## src/qot_regs.svh

```systemverilog
`ifndef QOT_REGS_SVH
`define QOT_REGS_SVH

// ----------------------------------------------------------------
// bus geometry and register offsets
// ----------------------------------------------------------------
`define QOT_ADDR_W       8
`define QOT_OFF_CTRL     8'h00
`define QOT_OFF_START    8'h04
`define QOT_OFF_TIMER    8'h08
`define QOT_OFF_STATUS   8'h0c
`define QOT_OFF_MASK     8'h10

// ----------------------------------------------------------------
// reset values and responses
// ----------------------------------------------------------------
`define QOT_CTRL_RST     9'h000
`define QOT_TIMER_RST    16'h0000
`define QOT_RESP_OKAY    2'b00
`define QOT_RESP_SLVERR  2'b10

// ----------------------------------------------------------------
// counter limits and prescaler taps
// ----------------------------------------------------------------
`define QOT_CNT_MAX      16'hffff
`define QOT_CNT_MIN      16'h0000
`define QOT_CNT_ONE      16'h0001
`define QOT_DIV8_MASK    5'h07
`define QOT_DIV32_MASK   5'h1f

// ----------------------------------------------------------------
// channel numbers for two-phase processing choice
// ----------------------------------------------------------------
`define QOT_CH_NORM      2
`define QOT_CH_SEL       3
`define QOT_CH_X4        4

`endif

```

## src/qot_pkg.sv

```systemverilog
package qot_pkg;
`include "qot_regs.svh"

  typedef enum logic [1:0] {QOT_TRIG_FALL, QOT_TRIG_RISE, QOT_TRIG_NEIGH, QOT_TRIG_SOFT} qot_trig_e;
  typedef enum logic [1:0] {QOT_CS_F1, QOT_CS_F8, QOT_CS_F32, QOT_CS_SUB} qot_csel_e;

  // control register layout, msb first
  typedef struct packed {
    logic      nsel;
    qot_trig_e trig;
    qot_csel_e csel;
    logic      pulse_en;
    logic      x4_sel;
    logic      oneshot;
    logic      run;
  } qot_ctrl_s;

  typedef struct packed {
    logic [`QOT_ADDR_W-1:0] awaddr;
    logic                   awvalid;
    logic [31:0]            wdata;
    logic [3:0]             wstrb;
    logic                   wvalid;
    logic                   bready;
    logic [`QOT_ADDR_W-1:0] araddr;
    logic                   arvalid;
    logic                   rready;
  } qot_axil_req_s;

  typedef struct packed {
    logic        awready;
    logic        wready;
    logic        bvalid;
    logic [1:0]  bresp;
    logic        arready;
    logic        rvalid;
    logic [31:0] rdata;
    logic [1:0]  rresp;
  } qot_axil_rsp_s;

endpackage

```

## src/qot_timer.sv

```systemverilog
// Implementation choices: the AXI4-Lite register port and the address map.
`timescale 1ns/10ps
`include "qot_regs.svh"
// Operation
// - two-phase mode counts each decoded valid edge once run is set
// - free-run underflow wraps without reload and sets the request bit
// - free-run overflow wraps without reload and sets the request bit
// - normal: input rising with output pin high counts up
// - normal: input falling with output pin high counts down
// - times four: four up pairings, opposite pairings count down
// - processing choice only on channel three; two normal, four times four
// - software start flag with run set starts count, output goes high
// - at zero: output low, reload, stop, request bit set
// - retrigger during count reloads on next count source tick
// - run cleared in one-shot: stop, reload, output low, request set
// - one-shot counts one of four prescaled sources, output optional
// - start by input falling, input rising, neighbour overflow or software
// - neighbour is previous or next channel, wrapping around five
// - rising trigger with run set starts count, output goes high
// - read at wrap point shows all ones or all zeros
// - output lags external trigger at most one count source cycle; the code lags the decoded trigger up to one count source cycle plus one clock
module qot_timer #(
  parameter int CHAN = `QOT_CH_SEL
) (
  // clock and reset
  input  wire logic                   aclk,
  input  wire logic                   aresetn,
  // register bus
  input  wire qot_pkg::qot_axil_req_s axil_req,
  output qot_pkg::qot_axil_rsp_s      axil_rsp,
  // pins
  input  wire logic                   timer_input_pin,
  input  wire logic                   timer_output_pin_i,
  output logic                        timer_output_pin_o,
  output logic                        timer_output_pin_oe,
  input  wire logic                   subclock_div32_source,
  // neighbour channels
  input  wire logic                   previous_channel_overflow,
  input  wire logic                   next_channel_overflow,
  output logic                        channel_overflow,
  // interrupt
  output logic                        irq
);
  import qot_pkg::*;

  // ----------------------------------------------------------------
  // state
  // ----------------------------------------------------------------
  typedef struct packed {
    logic [2:0]             in_sync;
    logic                   in_filt;
    logic                   in_prev;
    logic [2:0]             out_sync;
    logic                   out_filt;
    logic                   out_prev;
    logic [2:0]             sub_sync;
    logic                   sub_filt;
    logic                   sub_prev;
    logic [4:0]             div;
    qot_ctrl_s              ctrl;
    logic                   run_prev;
    logic [15:0]            reload;
    logic [15:0]            count;
    logic                   active;
    logic                   pend;
    logic                   pin_out;
    logic                   ovf;
    logic                   status;
    logic                   mask;
    logic                   aw_got;
    logic [`QOT_ADDR_W-1:0] aw_addr;
    logic                   w_got;
    logic [31:0]            wdata;
    logic [3:0]             wstrb;
    logic                   bvalid;
    logic [1:0]             bresp;
    logic                   rvalid;
    logic [31:0]            rdata;
    logic [1:0]             rresp;
  } qot_state_s;

  qot_state_s st;
  qot_state_s next_st;

  logic in_rise, in_fall, out_rise, out_fall;
  logic up, dn, x4_mode, tick, trig, do_write, sw_start, run_fall;
  logic [31:0] rd_word;
  logic        rd_hit;

  // ----------------------------------------------------------------
  // decoded pin edges and count source
  // ----------------------------------------------------------------
  assign in_rise  = st.in_filt & ~st.in_prev;
  assign in_fall  = ~st.in_filt & st.in_prev;
  assign out_rise = st.out_filt & ~st.out_prev;
  assign out_fall = ~st.out_filt & st.out_prev;

  assign x4_mode = (CHAN == `QOT_CH_X4) || ((CHAN == `QOT_CH_SEL) && st.ctrl.x4_sel);

  always_comb begin
    if (x4_mode) begin
      up = (in_rise & st.out_filt) | (in_fall & ~st.out_filt) |
           (out_rise & ~st.in_filt) | (out_fall & st.in_filt);
      dn = (in_fall & st.out_filt) | (in_rise & ~st.out_filt) |
           (out_rise & st.in_filt) | (out_fall & ~st.in_filt);
    end else begin
      up = in_rise & st.out_filt;
      dn = in_fall & st.out_filt;
    end
  end

  always_comb begin
    case (st.ctrl.csel)
      QOT_CS_F1:  tick = 1'b1;
      QOT_CS_F8:  tick = (st.div & `QOT_DIV8_MASK) == `QOT_DIV8_MASK;
      QOT_CS_F32: tick = (st.div & `QOT_DIV32_MASK) == `QOT_DIV32_MASK;
      QOT_CS_SUB: tick = st.sub_filt & ~st.sub_prev;
      default:    tick = 1'b0;
    endcase
  end

  assign do_write = st.aw_got & st.w_got & ~st.bvalid;
  assign sw_start = do_write && (st.aw_addr == `QOT_OFF_START) && st.wstrb[0] && st.wdata[0];
  assign run_fall = st.run_prev & ~st.ctrl.run & st.ctrl.oneshot;

  always_comb begin
    case (st.ctrl.trig)
      QOT_TRIG_FALL:  trig = in_fall;
      QOT_TRIG_RISE:  trig = in_rise;
      QOT_TRIG_NEIGH: trig = st.ctrl.nsel ? next_channel_overflow : previous_channel_overflow;
      QOT_TRIG_SOFT:  trig = sw_start;
      default:        trig = 1'b0;
    endcase
  end

  // ----------------------------------------------------------------
  // read mux
  // ----------------------------------------------------------------
  always_comb begin
    rd_hit  = 1'b1;
    rd_word = 32'h0000_0000;
    case (axil_req.araddr)
      `QOT_OFF_CTRL:   rd_word = {23'h000000, st.ctrl};
      `QOT_OFF_START:  rd_word = 32'h0000_0000;
      `QOT_OFF_TIMER:  rd_word = {16'h0000, st.count};
      `QOT_OFF_STATUS: rd_word = {31'h0000_0000, st.status};
      `QOT_OFF_MASK:   rd_word = {31'h0000_0000, st.mask};
      default:         rd_hit  = 1'b0;
    endcase
  end

  // ----------------------------------------------------------------
  // next state
  // ----------------------------------------------------------------
  always_comb begin
    next_st = st;
    // pin synchronisers, level accepted when second and third agree
    next_st.in_sync  = {st.in_sync[1:0], timer_input_pin};
    next_st.out_sync = {st.out_sync[1:0], timer_output_pin_i};
    next_st.sub_sync = {st.sub_sync[1:0], subclock_div32_source};
    if (st.in_sync[1] == st.in_sync[2]) next_st.in_filt = st.in_sync[2];
    if (st.out_sync[1] == st.out_sync[2]) next_st.out_filt = st.out_sync[2];
    if (st.sub_sync[1] == st.sub_sync[2]) next_st.sub_filt = st.sub_sync[2];
    next_st.in_prev  = st.in_filt;
    next_st.out_prev = st.out_filt;
    next_st.sub_prev = st.sub_filt;
    next_st.div      = st.div + 5'h01;
    next_st.run_prev = st.ctrl.run;
    next_st.ovf      = 1'b0;

    // bus write side
    if (axil_req.awvalid && !st.aw_got && !st.bvalid) begin
      next_st.aw_got  = 1'b1;
      next_st.aw_addr = axil_req.awaddr;
    end
    if (axil_req.wvalid && !st.w_got && !st.bvalid) begin
      next_st.w_got = 1'b1;
      next_st.wdata = axil_req.wdata;
      next_st.wstrb = axil_req.wstrb;
    end
    if (do_write) begin
      next_st.aw_got = 1'b0;
      next_st.w_got  = 1'b0;
      next_st.bvalid = 1'b1;
      next_st.bresp  = `QOT_RESP_OKAY;
      case (st.aw_addr)
        `QOT_OFF_CTRL: begin
          if (st.wstrb[0]) next_st.ctrl[7:0] = st.wdata[7:0];
          if (st.wstrb[1]) next_st.ctrl[8] = st.wdata[8];
        end
        `QOT_OFF_START: ;
        `QOT_OFF_TIMER: begin
          if (st.wstrb[0]) next_st.reload[7:0] = st.wdata[7:0];
          if (st.wstrb[1]) next_st.reload[15:8] = st.wdata[15:8];
          if (!st.ctrl.run) begin
            if (st.wstrb[0]) next_st.count[7:0] = st.wdata[7:0];
            if (st.wstrb[1]) next_st.count[15:8] = st.wdata[15:8];
          end
        end
        `QOT_OFF_STATUS: if (st.wstrb[0] && st.wdata[0]) next_st.status = 1'b0;
        `QOT_OFF_MASK:   if (st.wstrb[0]) next_st.mask = st.wdata[0];
        default:         next_st.bresp = `QOT_RESP_SLVERR;
      endcase
    end
    if (st.bvalid && axil_req.bready) next_st.bvalid = 1'b0;

    // bus read side
    if (axil_req.arvalid && !st.rvalid) begin
      next_st.rvalid = 1'b1;
      next_st.rdata  = rd_word;
      next_st.rresp  = rd_hit ? `QOT_RESP_OKAY : `QOT_RESP_SLVERR;
    end else if (st.rvalid && axil_req.rready) begin
      next_st.rvalid = 1'b0;
    end

    // timer core; hardware set of status wins over the clear above
    if (!st.ctrl.oneshot) begin
      next_st.active  = 1'b0;
      next_st.pend    = 1'b0;
      next_st.pin_out = 1'b0;
      if (st.ctrl.run && up && !dn) begin
        next_st.count = st.count + `QOT_CNT_ONE;
        if (st.count == `QOT_CNT_MAX) begin
          next_st.status = 1'b1;
          next_st.ovf    = 1'b1;
        end
      end else if (st.ctrl.run && dn && !up) begin
        next_st.count = st.count - `QOT_CNT_ONE;
        if (st.count == `QOT_CNT_MIN) begin
          next_st.status = 1'b1;
          next_st.ovf    = 1'b1;
        end
      end
    end else if (run_fall) begin
      next_st.active  = 1'b0;
      next_st.pend    = 1'b0;
      next_st.pin_out = 1'b0;
      next_st.count   = st.reload;
      next_st.status  = 1'b1;
    end else if (st.ctrl.run) begin
      if (trig) next_st.pend = 1'b1;
      if (tick) begin
        if (st.pend) begin
          next_st.pend    = trig;
          next_st.active  = 1'b1;
          next_st.pin_out = 1'b1;
          next_st.count   = st.reload;
        end else if (st.active) begin
          if (st.count <= `QOT_CNT_ONE) begin
            next_st.active  = 1'b0;
            next_st.pin_out = 1'b0;
            next_st.count   = st.reload;
            next_st.status  = 1'b1;
            next_st.ovf     = 1'b1;
          end else begin
            next_st.count = st.count - `QOT_CNT_ONE;
          end
        end
      end
    end
  end

  always_ff @(posedge aclk) begin
    if (!aresetn) begin
      st          <= '0;
      st.ctrl     <= `QOT_CTRL_RST;
      st.reload   <= `QOT_TIMER_RST;
      st.count    <= `QOT_TIMER_RST;
    end else begin
      st <= next_st;
    end
  end

  // ----------------------------------------------------------------
  // outputs
  // ----------------------------------------------------------------
  assign axil_rsp.awready    = ~st.aw_got & ~st.bvalid;
  assign axil_rsp.wready     = ~st.w_got & ~st.bvalid;
  assign axil_rsp.bvalid     = st.bvalid;
  assign axil_rsp.bresp      = st.bresp;
  assign axil_rsp.arready    = ~st.rvalid;
  assign axil_rsp.rvalid     = st.rvalid;
  assign axil_rsp.rdata      = st.rdata;
  assign axil_rsp.rresp      = st.rresp;
  assign timer_output_pin_o  = st.pin_out;
  assign timer_output_pin_oe = st.ctrl.oneshot & st.ctrl.pulse_en;
  assign channel_overflow    = st.ovf;
  assign irq                 = st.status & st.mask;

  logic os_run;
  assign os_run = st.ctrl.oneshot & st.ctrl.run & ~run_fall;
endmodule

```

## config.mk

```make
export PLATFORM = sky130hd
export DESIGN_NAME = qot_timer
export DESIGN_NICKNAME = d
export VERILOG_FILES = /design/src/qot_pkg.sv /design/src/qot_timer.sv
export VERILOG_INCLUDE_DIRS = /design/src
export SDC_FILE = /design/constraint.sdc
export NUM_CORES = 1
export LEC_CHECK = 0
export BUFFER_PORTS_ARGS = -buffer_cell sky130_fd_sc_hd__buf_2
export CAP_MARGIN = 5
export CORE_ASPECT_RATIO = 0.5
export CORE_MARGIN = 4
export CORE_UTILIZATION = 44
export DETAILED_ROUTE_END_ITERATION = 10
export PLACE_DENSITY = 0.75
export SYNTH_ARGS = -nofsm -noshare
export SYNTH_HDL_FRONTEND = slang
export SYNTH_SLANG_ARGS = --single-unit
export TNS_END_PERCENT = 30
```

## constraint.sdc

```tcl
create_clock -name aclk -period 2.51 [get_ports aclk]
set_input_delay 0.1255 -clock aclk [delete_from_list [all_inputs] [get_ports aclk]]
set_output_delay 0.1255 -clock aclk [all_outputs]
set_load 0.05 [all_outputs]
```

==> impl_metrics.yaml <==
place:
  gp_congestion: 0.978
  place_hpwl_um: 13300
  port_buffers: 72
timing:
  rsz0062_at_grt: "yes"
  final-hold-violation-count: 0
  final_max_slew_viol_count: 0
  relSlewSlack_pct: 51.7
  fin_crit_sh_pct: 96.0
  worst_slew_pin_slew_ps: 724
  period_minus_slack_ps: 2410
  tns_ps: 0
  skew_ps: 9.16
  setup_viol: 0
  clock.fmax_mhz: 415
synthesis:
  yosysTopAreaCell: "dfxtp_1"
  ys_ff_latch: 116
  synth_commonest_cells: "nand2_1, dfxtp_1, a21boi_0"
  synth_area_sq_um: 6570
  synth_xor_area_share_pct: 3.28
  synth.most_common_cell: "nand2_1"
  synth_flop_cell: "dfxtp_1"
  yosysWarnings: 0
  synthSimpleGateAreaFrac_pct: 26.2
  yosys-top-cells-area: "dfxtp_1, nand2_1, a21boi_0"
  synth_mux_area_share_pct: 4.61
  yosysSeqAreaShare_pct: 35.4
  syn_inst: 795
  syn_area_per_cell_sq_um: 8.26
  synth_cell_types: 78
  synth_top_family_by_area: "simple AND/OR/NAND/NOR gates"
  synth_edf_count: 0
  async_flop_share_pct: 0
  synth_compound_area_share_pct: 20.4
  synth_fa_ha_area_share_pct: 1.33
  synth_top_area_share_pct: 35.4
route:
  ant_nets: 0
  via_per_inst: 5.61
  wire_per_inst_um: 16.9
  drt-initial-drc-count: 583
  wl_um: 18600
  drc: 0
  firstDrtPassIters: 5
  vias: 6182
cts:
  cts_setup_buffers: 0
  cts-htree-levels: 4
  cts_tree: "built"
  cts_sinks: 116
  clk_pin_slew_ps: 70
  cts_buffers: 17
  cts_root_buf: "clkbuf_16"
  cts_max_path_buffers: 2
  insertion_delay_ps: 410
setup_path:
  cp.arrival_ps: 2700
  crit_chain: "ha_4 > and3_4 > ha_2 > nor3b_2 > a311oi_4 > and2_4 > buf_6 > o22ai_1 > a222oi_1 > o21ai_1"
  startpoint: "st[132]"
  crit_buf_inv: 1
  crit_fanout: 12
  worst-setup-path-type: "reg2reg"
  cp.required_ps: 2800
  critical_path.top_delay_family: "compound AO/OA/AOI/OAI gates"
  critPathCaptureType: "flip-flop"
  slowest_delay_ps: 500
  cpMaxStageDelayCell: "a311oi_4"
  cp-start-kind: "flip-flop"
  r2r_start: "st[132]"
floorplanning:
  dieArea_sq_um: 17100
  initial_utilization_pct: 45.1
  die_w_um: 181
  ioPinCount: 109
  die_h_um: 94.4
  core_sq_um: 14500
  core.rowCount: 31
pwr:
  sw_frac_of_total_pct: 29.5
  power_leakage_nw: 3.05
  combPwrFrac_pct: 11.4
  power_frac_clock_pct: 48.5
  seqPwrFrac_pct: 40.1
  p_switching_w: 0.00144
  powerDensity_nw_per_um2: 607
  p_int_w: 0.00343
  peakVddDrop_v: 0.000427
layout:
  layout-drive-gt1-share_pct: 19.8
  utilization_pct: 55.2
  area_growth_pct: 22.2
  n_antenna_cell: 0
  num-fill-cells: 1336
  fin_nets: 961
global_routing:
  grt_first_pass_wirelength_um: 29700
  grt_usage_pct: 21.7
  antenna_found_initial: 0
  grt_max_degree: 79
  grt-ovfl-total: 0
  first_global_vias: 5602
worst_hold_path:
  hp-start: "aresetn"
  hold_class: "in2reg"
flow_run:
  max-cap-violations: 0
outcome:
  status: "complete, no violations"
==> power groups by stage <==
stage	Sequential, W	Combinational (W)	Clock [W]
floorplan	0.00197	0.000400	0
global placement	0.00199	0.000494	0
detailed placement	0.00199	0.000503	0
CTS	0.00195	0.000545	0.00241
global route	0.00196	0.000609	0.00250
finish	0.00195	0.000555	0.00236
==> stage by stage <==
stage               total power, W  hold WS, ps  cell area [sq um]  std cells  setup slack, ps
finish                     0.00487          185               8020       1101              100
global route               0.00507          191               8020       1101            -2.46
CTS                        0.00491          165               7960       1101             67.8
detailed placement         0.00249          337               7060       1037             90.5
global placement           0.00248          338               7060       1037              156
floorplan                  0.00237          253               6630        812              245
==> cell type report <==
| type | instances | area (sq um) | area share, % |
|---|---|---|---|
| Multi-Input combinational cell | 592 | 3790 | 47.2 |
| Sequential cell | 116 | 2330 | 29.0 |
| Timing Repair Buffer | 150 | 1030 | 12.8 |
| Tap cell | 198 | 248 | 3.09 |
| Clock inverter | 15 | 153 | 1.90 |
| Clock buffer | 17 | 425 | 5.30 |
| Inverter | 13 | 48.8 | 0.608 |
==> routing by layer <==
layer,GRT usage (%),wire (um)
met5,0,0
met1,30.5,8690
met4,4.97,192
met2,33.0,7840
met3,6.62,1860
==> layout by cell type (no fill, tap or decap), drive strengths merged, types with 7 or more instances in the layout <==
cell / netlist / routed
nand2: 121 / 121
nor3: 20 / 20
nor2: 32 / 32
nor4: 12 / 12
buf: 54 / 118
o22ai: 11 / 11
ha: 7 / 7
xnor2: 20 / 20
nor2b: 26 / 26
a22oi: 14 / 14
nand3: 36 / 36
nand2b: 10 / 10
o21ai: 26 / 26
inv: 13 / 24
conb: 1 / 18
and2: 34 / 34
nand4: 11 / 11
a21oi: 25 / 25
dlygate4sd3: 0 / 32
mux2i: 28 / 28
dfxtp: 116 / 116
clkbuf: 37 / 17
a21boi: 47 / 47
==> repair_timing <==
action,CTS,global route
hold endpoints to repair,31,0
endpoints found under the setup margin,0,8
hold buffers,32,0
resized for setup,0,14
==> worst paths after layout <==
check / slack [ps] / depth (start not counted) / end
setup / recovery: 100 / 10 / st[98]
hold / removal: 190 / 2 / axil_rsp[1]
setup reg to reg: 100 / 10 / st[98]
hold reg to reg: 430 / 1 / next_st[146]
==> kinds of logic after synthesis <==
family / count (synthesis)
other: 1
buffers and inverters: 104
adders and majority gates: 7
DFF: 116
and+or+nand+nor: 329
xor gates and xnor gates: 23
AOI/OAI and AO/OA: 185
muxes: 30
==> registers in the layout, summed over array words and instances, names as in the netlist <==
| signal | count |
|---|---|
| axil_rsp | 20 |
| channel_overflow | 1 |
| next_st | 10 |
| st | 83 |
| timer_output_pin_o | 1 |
| x4_mode | 1 |
No activity file was read; power rests on OpenSTA's default activity.
